[src/rtl/acr_pkg.sv]
package acr_pkg;
  // Register offsets (byte addresses on the control port)
  localparam logic [7:0] OFS_INPUT_SETUP = 8'h50;
  localparam logic [7:0] OFS_VOLUME      = 8'h52;
  localparam logic [7:0] OFS_FINE_GAIN   = 8'h53;
  localparam logic [7:0] OFS_PHASE_DELAY = 8'h54;
  // Reset values
  localparam logic [7:0] RST_INPUT_SETUP = 8'h00;
  localparam logic [7:0] RST_VOLUME      = 8'hA1;
  localparam logic [7:0] RST_FINE_GAIN   = 8'h80;
  localparam logic [7:0] RST_PHASE_DELAY = 8'h00;
  // Writable bit masks; other bits are reserved and read as zero
  localparam logic [7:0] WMASK_INPUT_SETUP = 8'hCF;
  localparam logic [7:0] WMASK_FINE_GAIN   = 8'hF0;
  // Field positions
  localparam int SRC_LSB   = 6;
  localparam int CPL_LSB   = 2;
  localparam int FS_BIT    = 1;
  localparam int BW_BIT    = 0;
  localparam int FG_LSB    = 4;
  localparam int PD_LSB    = 2;
  localparam int SEL_LSB   = 0;
  // Gain law in tenths of a dB
  localparam int VOL_UNITY   = 161;
  localparam int VOL_STEP_T  = 5;
  localparam int FG_UNITY    = 8;
  localparam int FG_STEP_T   = 1;
  // Input source codes
  typedef enum logic [1:0] {
    ACR_SRC_DIFF = 2'b00,
    ACR_SRC_SE   = 2'b01,
    ACR_SRC_RSV2 = 2'b10,
    ACR_SRC_RSV3 = 2'b11
  } acr_src_e;
  // Delay path codes
  typedef enum logic [1:0] {
    ACR_PATH_BOTH = 2'b00,
    ACR_PATH_ANA  = 2'b01,
    ACR_PATH_DIG  = 2'b10,
    ACR_PATH_RSV  = 2'b11
  } acr_path_e;
endpackage : acr_pkg

[src/rtl/acr_chan1_cfg.sv]
// Chosen here: the plain strobed port.
`timescale 1ns/1ps
// What this block does
// - Source code 0 selects differential input, 1 single-ended, 2 and 3 are reserved.
// - Coupling code 0 means AC-coupled, 1 DC-coupled, 2 and 3 are not used.
// - Full-scale bit 0 picks the high range and 1 picks half of it.
// - Bandwidth bit 0 selects audio bandwidth and 1 wide bandwidth.
// - A volume code of zero mutes the channel outright.
// - Volume code 1 is -80 dB, each code adds 0.5 dB, 161 is unity, 255 is +47 dB.
// - The volume register resets to the unity code A1 hex.
// - Fine gain steps 0.1 dB, code 0 is -0.8 dB, 8 is 0 dB, 15 is +0.7 dB.
// - The fine gain register resets to 80 hex, which is 0 dB.
// - The phase field delays the channel by that many modulator cycles, 0 to 63.
// - Path code 0 delays both paths, 1 analog only, 2 digital only, 3 unused.
// - The phase register resets to zero, no delay on both paths.
// - The input setup register resets to all zeros.
module acr_chan1_cfg (
  // Clock and reset
  input  wire logic              sys_clk,
  input  wire logic              rst_b,
  // Register port
  input  wire logic [7:0]        reg_addr,
  input  wire logic [7:0]        reg_wdata,
  input  wire logic              reg_wr,
  input  wire logic              reg_rd,
  output logic      [7:0]        reg_rdata,
  // Decoded configuration towards the analog front end
  output logic                   chan1_src_single_ended,
  output logic                   chan1_dc_coupled,
  output logic                   chan1_half_scale,
  output logic                   chan1_wide_band,
  // Digital path controls
  output logic                   chan1_mute,
  output logic signed [10:0]     chan1_volume_tenth_db,
  output logic signed [4:0]      chan1_fine_gain_tenth_db,
  output logic      [5:0]        chan1_ana_delay_cycles,
  output logic      [5:0]        chan1_dig_delay_cycles
);

  // Reset synchroniser: asserts at once, releases after two edges
  logic rst_meta_r;
  logic rst_sync_r;
  always_ff @(posedge sys_clk or negedge rst_b) begin
    if (!rst_b) begin
      rst_meta_r <= 1'b0;
      rst_sync_r <= 1'b0;
    end else begin
      rst_meta_r <= 1'b1;
      rst_sync_r <= rst_meta_r;
    end
  end

  // Register storage
  logic [7:0] input_setup_r;
  logic [7:0] volume_r;
  logic [7:0] fine_gain_r;
  logic [7:0] phase_delay_r;

  // Address decode
  wire logic hit_setup = reg_addr == acr_pkg::OFS_INPUT_SETUP;
  wire logic hit_vol   = reg_addr == acr_pkg::OFS_VOLUME;
  wire logic hit_fg    = reg_addr == acr_pkg::OFS_FINE_GAIN;
  wire logic hit_pd    = reg_addr == acr_pkg::OFS_PHASE_DELAY;

  // Reserved bits are masked so they keep their zero reset value
  wire logic [7:0] setup_nxt =
    reg_wdata & acr_pkg::WMASK_INPUT_SETUP;
  wire logic [7:0] fg_nxt =
    reg_wdata & acr_pkg::WMASK_FINE_GAIN;

  // Register writes
  always_ff @(posedge sys_clk or negedge rst_sync_r) begin
    if (!rst_sync_r) begin
      input_setup_r <= acr_pkg::RST_INPUT_SETUP;
      volume_r      <= acr_pkg::RST_VOLUME;
      fine_gain_r   <= acr_pkg::RST_FINE_GAIN;
      phase_delay_r <= acr_pkg::RST_PHASE_DELAY;
    end else if (reg_wr) begin
      if (hit_setup) input_setup_r <= setup_nxt;
      if (hit_vol)   volume_r      <= reg_wdata;
      if (hit_fg)    fine_gain_r   <= fg_nxt;
      if (hit_pd)    phase_delay_r <= reg_wdata;
    end
  end

  // Read mux; unmapped addresses read as zero
  logic [7:0] rdata_nxt;
  assign rdata_nxt = hit_setup ? input_setup_r :
                     hit_vol   ? volume_r      :
                     hit_fg    ? fine_gain_r   :
                     hit_pd    ? phase_delay_r : 8'h00;

  // Field extraction
  wire acr_pkg::acr_src_e  src_code =
    acr_pkg::acr_src_e'(input_setup_r[acr_pkg::SRC_LSB +: 2]);
  wire logic [1:0] cpl_code = input_setup_r[acr_pkg::CPL_LSB +: 2];
  wire logic [3:0] fg_code  = fine_gain_r[acr_pkg::FG_LSB +: 4];
  wire logic [5:0] pd_code  = phase_delay_r[acr_pkg::PD_LSB +: 6];
  wire acr_pkg::acr_path_e path_code =
    acr_pkg::acr_path_e'(phase_delay_r[acr_pkg::SEL_LSB +: 2]);

  // Reserved source and coupling codes fall back to the reset meaning
  wire logic se_nxt  = src_code == acr_pkg::ACR_SRC_SE;
  wire logic dc_nxt  = cpl_code == 2'b01;
  wire logic fs_nxt  = input_setup_r[acr_pkg::FS_BIT];
  wire logic bw_nxt  = input_setup_r[acr_pkg::BW_BIT];

  // Gain law in tenths of a dB; linear between points
  wire logic signed [10:0] vol_db_nxt =
    11'(($signed({3'b000, volume_r}) -
         $signed(11'(acr_pkg::VOL_UNITY))) *
        $signed(11'(acr_pkg::VOL_STEP_T)));
  wire logic signed [4:0] fg_db_nxt =
    5'($signed({1'b0, fg_code}) -
       $signed(5'(acr_pkg::FG_UNITY)));
  wire logic mute_nxt = volume_r == 8'h00;

  // Delay routing; the unused code 3 applies no delay, a safe choice
  logic ana_en;
  logic dig_en;
  always_comb begin
    unique case (path_code)
      acr_pkg::ACR_PATH_BOTH: begin
        ana_en = 1'b1;
        dig_en = 1'b1;
      end
      acr_pkg::ACR_PATH_ANA: begin
        ana_en = 1'b1;
        dig_en = 1'b0;
      end
      acr_pkg::ACR_PATH_DIG: begin
        ana_en = 1'b0;
        dig_en = 1'b1;
      end
      acr_pkg::ACR_PATH_RSV: begin
        ana_en = 1'b0;
        dig_en = 1'b0;
      end
    endcase
  end
  wire logic [5:0] ana_dly_nxt = ana_en ? pd_code : 6'h00;
  wire logic [5:0] dig_dly_nxt = dig_en ? pd_code : 6'h00;

  // Output flops: all outputs one cycle behind the registers
  always_ff @(posedge sys_clk or negedge rst_sync_r) begin
    if (!rst_sync_r) begin
      reg_rdata                <= 8'h00;
      chan1_src_single_ended   <= 1'b0;
      chan1_dc_coupled         <= 1'b0;
      chan1_half_scale         <= 1'b0;
      chan1_wide_band          <= 1'b0;
      chan1_mute               <= 1'b0;
      chan1_volume_tenth_db    <= 11'sd0;
      chan1_fine_gain_tenth_db <= 5'sd0;
      chan1_ana_delay_cycles   <= 6'h00;
      chan1_dig_delay_cycles   <= 6'h00;
    end else begin
      reg_rdata                <= reg_rd ? rdata_nxt : 8'h00;
      chan1_src_single_ended   <= se_nxt;
      chan1_dc_coupled         <= dc_nxt;
      chan1_half_scale         <= fs_nxt;
      chan1_wide_band          <= bw_nxt;
      chan1_mute               <= mute_nxt;
      chan1_volume_tenth_db    <= vol_db_nxt;
      chan1_fine_gain_tenth_db <= fg_db_nxt;
      chan1_ana_delay_cycles   <= ana_dly_nxt;
      chan1_dig_delay_cycles   <= dig_dly_nxt;
    end
  end

  // Reserved bits must never hold anything but their reset zero
  AST_RSV_SETUP: assert property (
    @(posedge sys_clk) disable iff (!rst_sync_r)
    (input_setup_r & ~acr_pkg::WMASK_INPUT_SETUP) == 8'h00)
    else $error("reserved setup bits not zero");
  AST_RSV_FG: assert property (
    @(posedge sys_clk) disable iff (!rst_sync_r)
    fine_gain_r[3:0] == 4'h0)
    else $error("reserved fine gain bits not zero");

  // Stores land at the write edge and hold until the next write
  AST_SET_WR: assert property (
    @(posedge sys_clk) disable iff (!rst_sync_r)
    reg_wr && hit_setup |=>
    input_setup_r == ($past(reg_wdata) & acr_pkg::WMASK_INPUT_SETUP))
    else $error("setup write not stored");
  AST_VOL_WR: assert property (
    @(posedge sys_clk) disable iff (!rst_sync_r)
    reg_wr && hit_vol |=> volume_r == $past(reg_wdata))
    else $error("volume write not stored");
  AST_FG_WR: assert property (
    @(posedge sys_clk) disable iff (!rst_sync_r)
    reg_wr && hit_fg |=> fine_gain_r[7:4] == $past(reg_wdata[7:4]))
    else $error("fine gain write not stored");
  AST_PD_WR: assert property (
    @(posedge sys_clk) disable iff (!rst_sync_r)
    reg_wr && hit_pd |=> phase_delay_r == $past(reg_wdata))
    else $error("phase write not stored");
  AST_SET_KEEP: assert property (
    @(posedge sys_clk) disable iff (!rst_sync_r)
    !reg_wr |=> $stable(input_setup_r))
    else $error("setup changed without a write");
  AST_VOL_KEEP: assert property (
    @(posedge sys_clk) disable iff (!rst_sync_r)
    !reg_wr |=> $stable(volume_r))
    else $error("volume changed without a write");
  AST_FG_KEEP: assert property (
    @(posedge sys_clk) disable iff (!rst_sync_r)
    !reg_wr |=> $stable(fine_gain_r))
    else $error("fine gain changed without a write");
  AST_PD_KEEP: assert property (
    @(posedge sys_clk) disable iff (!rst_sync_r)
    !reg_wr |=> $stable(phase_delay_r))
    else $error("phase changed without a write");

  // Input setup decode shows two edges after the write
  AST_SE: assert property (
    @(posedge sys_clk) disable iff (!rst_sync_r)
    reg_wr && hit_setup |=> ##1
    chan1_src_single_ended == ($past(reg_wdata[7:6], 2) == 2'b01))
    else $error("source decode wrong");
  AST_DIFF: assert property (
    @(posedge sys_clk) disable iff (!rst_sync_r)
    reg_wr && hit_setup && reg_wdata[7:6] == 2'b00 |=> ##1
    !chan1_src_single_ended)
    else $error("differential source not decoded");
  AST_DC: assert property (
    @(posedge sys_clk) disable iff (!rst_sync_r)
    reg_wr && hit_setup |=> ##1
    chan1_dc_coupled == ($past(reg_wdata[3:2], 2) == 2'b01))
    else $error("coupling decode wrong");
  AST_AC: assert property (
    @(posedge sys_clk) disable iff (!rst_sync_r)
    reg_wr && hit_setup && reg_wdata[3:2] == 2'b00 |=> ##1
    !chan1_dc_coupled)
    else $error("AC coupling not decoded");
  AST_HS: assert property (
    @(posedge sys_clk) disable iff (!rst_sync_r)
    reg_wr && hit_setup |=> ##1
    chan1_half_scale == $past(reg_wdata[1], 2))
    else $error("full-scale select wrong");
  AST_FS_LVL: assert property (
    @(posedge sys_clk) disable iff (!rst_sync_r)
    chan1_half_scale == $past(input_setup_r[acr_pkg::FS_BIT]))
    else $error("full-scale output lost its register");
  AST_WB: assert property (
    @(posedge sys_clk) disable iff (!rst_sync_r)
    reg_wr && hit_setup |=> ##1
    chan1_wide_band == $past(reg_wdata[0], 2))
    else $error("bandwidth select wrong");

  // Volume law at its end points, unity and one step above unity
  AST_MUTE: assert property (
    @(posedge sys_clk) disable iff (!rst_sync_r)
    reg_wr && hit_vol && reg_wdata == 8'h00 |=> ##1 chan1_mute)
    else $error("zero volume did not mute");
  AST_UNMUTE: assert property (
    @(posedge sys_clk) disable iff (!rst_sync_r)
    reg_wr && hit_vol && reg_wdata != 8'h00 |=> ##1 !chan1_mute)
    else $error("nonzero volume muted");
  AST_MUTE_LVL: assert property (
    @(posedge sys_clk) disable iff (!rst_sync_r)
    chan1_mute == ($past(volume_r) == 8'h00))
    else $error("mute does not follow volume");
  AST_VOL_UNITY: assert property (
    @(posedge sys_clk) disable iff (!rst_sync_r)
    reg_wr && hit_vol && reg_wdata == 8'hA1 |=> ##1
    chan1_volume_tenth_db == 11'sd0)
    else $error("unity volume code wrong");
  AST_VOL_MIN: assert property (
    @(posedge sys_clk) disable iff (!rst_sync_r)
    reg_wr && hit_vol && reg_wdata == 8'h01 |=> ##1
    chan1_volume_tenth_db == -11'sd800)
    else $error("minimum volume code wrong");
  AST_VOL_MAX: assert property (
    @(posedge sys_clk) disable iff (!rst_sync_r)
    reg_wr && hit_vol && reg_wdata == 8'hFF |=> ##1
    chan1_volume_tenth_db == 11'sd470)
    else $error("maximum volume code wrong");
  AST_VOL_HALF: assert property (
    @(posedge sys_clk) disable iff (!rst_sync_r)
    reg_wr && hit_vol && reg_wdata == 8'hA2 |=> ##1
    chan1_volume_tenth_db == 11'sd5)
    else $error("half dB volume step wrong");

  // Fine gain law
  AST_FG_LAW: assert property (
    @(posedge sys_clk) disable iff (!rst_sync_r)
    reg_wr && hit_fg |=> ##1
    chan1_fine_gain_tenth_db == $signed({1'b0, $past(reg_wdata[7:4], 2)})
    - 5'sd8)
    else $error("fine gain law wrong");
  AST_FG_MIN: assert property (
    @(posedge sys_clk) disable iff (!rst_sync_r)
    reg_wr && hit_fg && reg_wdata[7:4] == 4'h0 |=> ##1
    chan1_fine_gain_tenth_db == -5'sd8)
    else $error("minimum fine gain wrong");
  AST_FG_MAX: assert property (
    @(posedge sys_clk) disable iff (!rst_sync_r)
    reg_wr && hit_fg && reg_wdata[7:4] == 4'hF |=> ##1
    chan1_fine_gain_tenth_db == 5'sd7)
    else $error("maximum fine gain wrong");

  // Delay routing per path selector
  AST_PATH_ANA: assert property (
    @(posedge sys_clk) disable iff (!rst_sync_r)
    reg_wr && hit_pd && reg_wdata[1:0] == 2'b01 |=> ##1
    chan1_dig_delay_cycles == 6'h00 &&
    chan1_ana_delay_cycles == $past(reg_wdata[7:2], 2))
    else $error("analog-only delay routing wrong");
  AST_PATH_DIG: assert property (
    @(posedge sys_clk) disable iff (!rst_sync_r)
    reg_wr && hit_pd && reg_wdata[1:0] == 2'b10 |=> ##1
    chan1_ana_delay_cycles == 6'h00 &&
    chan1_dig_delay_cycles == $past(reg_wdata[7:2], 2))
    else $error("digital-only delay routing wrong");
  AST_PATH_BOTH: assert property (
    @(posedge sys_clk) disable iff (!rst_sync_r)
    reg_wr && hit_pd && reg_wdata[1:0] == 2'b00 |=> ##1
    chan1_dig_delay_cycles == chan1_ana_delay_cycles)
    else $error("both-path delay routing wrong");
  AST_PD_VAL: assert property (
    @(posedge sys_clk) disable iff (!rst_sync_r)
    reg_wr && hit_pd && reg_wdata[1:0] == 2'b00 |=> ##1
    chan1_ana_delay_cycles == $past(reg_wdata[7:2], 2))
    else $error("both-path delay count wrong");

  // Read port: data stands one cycle after the strobe, zero otherwise
  AST_RD: assert property (
    @(posedge sys_clk) disable iff (!rst_sync_r)
    reg_rd && hit_vol |=> reg_rdata == volume_r)
    else $error("volume readback wrong");
  AST_RD_SETUP: assert property (
    @(posedge sys_clk) disable iff (!rst_sync_r)
    reg_rd && hit_setup |=> reg_rdata == input_setup_r)
    else $error("setup readback wrong");
  AST_RD_FG: assert property (
    @(posedge sys_clk) disable iff (!rst_sync_r)
    reg_rd && hit_fg |=> reg_rdata == fine_gain_r)
    else $error("fine gain readback wrong");
  AST_RD_PD: assert property (
    @(posedge sys_clk) disable iff (!rst_sync_r)
    reg_rd && hit_pd |=> reg_rdata == phase_delay_r)
    else $error("phase readback wrong");
  AST_RD_UNMAP: assert property (
    @(posedge sys_clk) disable iff (!rst_sync_r)
    reg_rd && !(hit_setup || hit_vol || hit_fg || hit_pd) |=>
    reg_rdata == 8'h00)
    else $error("unmapped read not zero");
  AST_IDLE_RD: assert property (
    @(posedge sys_clk) disable iff (!rst_sync_r)
    !reg_rd |=> reg_rdata == 8'h00)
    else $error("read data not zero when idle");

  // Main scenarios worth seeing once
  COV_MUTE: cover property (@(posedge sys_clk) disable iff (!rst_sync_r)
    $rose(chan1_mute));
  COV_DIG: cover property (@(posedge sys_clk) disable iff (!rst_sync_r)
    chan1_dig_delay_cycles == 6'h3F && chan1_ana_delay_cycles == 6'h00);
  COV_WIDE: cover property (@(posedge sys_clk) disable iff (!rst_sync_r)
    chan1_wide_band && chan1_half_scale);
  COV_RDWR: cover property (@(posedge sys_clk) disable iff (!rst_sync_r)
    reg_wr && hit_fg ##1 reg_rd && hit_fg);
  COV_UNITY: cover property (@(posedge sys_clk) disable iff (!rst_sync_r)
    chan1_volume_tenth_db == 11'sd0 && !chan1_mute);

endmodule : acr_chan1_cfg

[config.mk]
export PLATFORM = sky130hd
export DESIGN_NAME = acr_chan1_cfg
export DESIGN_NICKNAME = d
export VERILOG_FILES = /design/src/rtl/acr_pkg.sv /design/src/rtl/acr_chan1_cfg.sv
export SDC_FILE = /design/constraint.sdc
export NUM_CORES = 1
export LEC_CHECK = 0
export BUFFER_PORTS_ARGS = -buffer_cell sky130_fd_sc_hd__buf_4
export CAP_MARGIN = 10
export CORE_MARGIN = 2
export CORE_UTILIZATION = 35
export CTS_CLUSTER_SIZE = 12
export DETAILED_ROUTE_END_ITERATION = 8
export PLACE_DENSITY = 0.51
export SYNTH_ARGS = -nofsm -noshare
export SYNTH_HDL_FRONTEND = slang
export SYNTH_SLANG_ARGS = --single-unit
[constraint.sdc]
create_clock -name sys_clk -period 4.35 [get_ports sys_clk]
set_clock_uncertainty 0.05 [all_clocks]
set_input_delay 0.87 -clock sys_clk [delete_from_list [all_inputs] [get_ports sys_clk]]
set_output_delay 0.87 -clock sys_clk [all_outputs]
set_load 0.02 [all_outputs]
==> impl_metrics.env <==
export IMPL_met2_usage_pct=21.64
export IMPL_maxCapViolations=0
export IMPL_synth_compound_area_share_pct=6.250
export IMPL_relSlewSlack_pct=44.53
export IMPL_io_buffer_count=60
export IMPL_drcViolationCount=0
export IMPL_synth_most_common_cell="dfrtp_1"
export IMPL_synth_area_top_cells="dfrtp_1, ha_1, mux2_2"
export IMPL_ys_flop_type="dfrtp_1"
export IMPL_wl_per_cell_um=14.14
export IMPL_viasPerCell=4.709
export IMPL_arrival_ps=3190
export IMPL_setup_viol=0
export IMPL_htreeDepth=3
export IMPL_cts_tree="yes"
export IMPL_ant_nets=0
export IMPL_coreArea_mm2=0.008258
export IMPL_power_mw=1.458
export IMPL_swShare_pct=27.42
export IMPL_grtUsageMet3_pct=4.542
export IMPL_drt_pass1_iterations=4
export IMPL_p_switching_mw=0.3999
export IMPL_numClockSinks=68
export IMPL_synth_commonest_cells="dfrtp_1, nand2_1, nor2b_1, ha_1, mux2_2"
export IMPL_synth_simple_area_share_pct=14.64
export IMPL_grt_pass1_wl_mm=9.604
export IMPL_ys_ff_latch=68
export IMPL_start_kind="flip-flop"
export IMPL_grt_max_degree=67
export IMPL_setup_ws_ps=1379
export IMPL_post_route_period_util_pct=68.31
export IMPL_p_comb_share_pct=17.1
export IMPL_syn_area_per_cell_um2=12.28
export IMPL_outcome="completed"
export IMPL_use_met1_pct=18.63
export IMPL_synth_top_family_by_area="simple AND/OR/NAND/NOR gates"
export IMPL_wl_mm=5.926
export IMPL_synth_xor_area_share_pct=2.055
export IMPL_hold_viol=0
export IMPL_clockPowerShare_pct=34.4
export IMPL_grtUsageTotal_pct=14.06
export IMPL_cts_hold_buf=0
export IMPL_synth_top_area_share_pct=53.69
export IMPL_required_ps=4570
export IMPL_synth_seq_area_share_pct=57.21
export IMPL_root_buffer="clkbuf_8"
export IMPL_seqCellArea_mm2=0.001708
export IMPL_num_vias=1973
export IMPL_synth_distinct_cells=46
export IMPL_multiInputGateArea_mm2=0.001179
export IMPL_p_leak_nw=1.850
export IMPL_synthCells=243
export IMPL_end_kind="flip-flop"
export IMPL_rsz0062_at_grt="no"
export IMPL_dpl_hpwl_mm=4.246
export IMPL_synth_adder_area_share_pct=7.383
export IMPL_postCtsSetupBuffers=0
export IMPL_grt_busiest_layer="met2"
export IMPL_final_layout_size_suffix_gt1_share_pct=35.03
export IMPL_rows=33
export IMPL_netlist_area_mm2=0.002983
export IMPL_cts_clk_slew_worst_paths_ps=70
export IMPL_ios=61
export IMPL_crit_type="flip-flop to flip-flop"
export IMPL_syn2layout_area_growth_pct=24.58
export IMPL_synth_warnings=0
export IMPL_p_int_mw=1.058
export IMPL_final_setup_tns_ps=0
export IMPL_cts_resized_gates=0
export IMPL_clkLatencyLatePin_ps=340
export IMPL_clk_path_buf_depth=2
export IMPL_fmax_mhz=336.5
export IMPL_worst_pin_slew_ps=832.1
export IMPL_grt_pass1_vias=1940
export IMPL_numCtsBuffers=9
export IMPL_antenna_found_initial=0
export IMPL_synthArstFlopShare_pct=100.0
export IMPL_min_path_type="primary input to asynchronous set/reset pin"
export IMPL_yosysTopAreaCell="dfrtp_1"
export IMPL_peakVddDrop_mv=0.2722
export IMPL_hold_slack_ps=251.0
export IMPL_gp_congestion=0.7522
export IMPL_synth_edf_count=0
export IMPL_drt_iter0_drc=54
export IMPL_start_util_pct=36.12
export IMPL_syn_nets=280
export IMPL_dieArea_mm2=0.009277
export IMPL_ff2ff_setup_slack_ps=1380
export IMPL_min_period_ps=2971
export IMPL_die_w_um=96.32
export IMPL_fin_nets=346
export IMPL_crit_fanout=5
export IMPL_grt_overflow_total=0
export IMPL_p_per_area_mw_per_mm2=392.4
export IMPL_synth_area_mux_share_pct=9.060
export IMPL_n_fill_cell=792
export IMPL_die_height_um=96.32
export IMPL_place_ws_ps=1406
export IMPL_slew_viol_final=0
export IMPL_power_frac_seq_pct=48.6
export IMPL_num_antenna_cells=0
-- worst max-delay path, stage by stage, from the launching register on --
cell	delay [ps]
dfstp_2	380
inv_1	120
ha_1	200
nand2_1	70
or2_2	290
and2_1	180
xnor2_1	200
ha_1	270
ha_1	350
o21ai_1	120
a21boi_1	110
or4b_1	480
nand3_1	90
-- state kept, by name, indices dropped and copies added, names as in the netlist --
signal / cells
phase_delay_r: 8
chan1_dig_delay_cycles: 6
reg_rdata: 8
chan1_fine_gain_tenth_db: 4
rst_sync_r: 1
chan1_src_single_ended: 1
chan1_mute: 1
chan1_wide_band: 1
chan1_half_scale: 1
chan1_volume_tenth_db: 11
fine_gain_r: 4
input_setup_r: 6
chan1_ana_delay_cycles: 6
rst_meta_r: 1
volume_r: 8
chan1_dc_coupled: 1
-- power by group through the flow --
stage	Sequential, mW	Clock [mW]	Combinational (mW)
2_1_floorplan	0.767	0	0.0998
3_3_place_gp	0.721	0	0.251
3_5_place_dp	0.719	0	0.253
4_1_cts	0.709	0.522	0.254
5_1_grt	0.714	0.557	0.277
6_report	0.708	0.502	0.249
-- routing by layer --
layer	up-vias	routed length, µm
met5	-	0
met4	0	40
met3	4	305
met2	51	2757
met1	952	2822
li1	966	-
-- cells by family (layout without fill, tap and decap cells) --
logic type,Yosys count,count (layout)
compound gates,30,30
xor+xnor,7,7
fa+ha+maj,17,17
buf+inv,19,90
flops,68,68
mux,22,22
other cells,1,1
simple gates,79,79
-- stage by stage --
step           util (%)  instance area, µm²  std cells
2_1_floorplan         -                2983        243
3_5_place_dp      42.68                3525        403
5_1_grt           45.00                3716        419
4_1_cts           45.00                3716        419
3_3_place_gp      42.68                3525        403
6_report          45.00                3716        419
-- cell usage in the layout (no fill, tap or decap), types with 2 or more instances in the layout --
| master | n |
|---|---|
| nor2b_1 | 19 |
| mux2_4 | 6 |
| inv_1 | 12 |
| mux2_2 | 16 |
| clkinv_2 | 2 |
| xnor2_1 | 6 |
| buf_4 | 61 |
| nor2_1 | 12 |
| clkbuf_8 | 9 |
| o21ai_0 | 9 |
| nand2b_1 | 2 |
| nand3_1 | 2 |
| a2111oi_0 | 2 |
| ha_1 | 16 |
| a221oi_1 | 3 |
| a21oi_1 | 7 |
| dfstp_2 | 4 |
| and3_2 | 2 |
| clkinvlp_4 | 2 |
| nand2_1 | 20 |
| nor3_1 | 10 |
| dfrtp_1 | 63 |
-- final timing paths --
| kind | from | endpoint | depth (start not counted) |
|---|---|---|---|
| setup / recovery | volume_r[0] | chan1_volume_tenth_db[9] | 12 |
| hold / removal | rst_b | rst_meta_r | 1 |
| setup reg to reg | volume_r[0] | chan1_volume_tenth_db[9] | 12 |
| hold reg to reg | rst_meta_r | rst_sync_r | 0 |
| max in group asynchronous | rst_sync_r | chan1_mute | 1 |
| min in group sys_clk | rst_meta_r | rst_sync_r | 0 |
-- cell type report --
cell class              instances  share of cell area (%)
repair buffers                 61                   12.32
inverters                      13                   1.313
flip-flops and latches         68                   45.96
clock buffers                  10                   3.434
multi-input cells             156                   31.72
well taps                     105                   3.535
clock inverters                 6                   1.717
No activity file was read; power rests on OpenSTA's default activity.
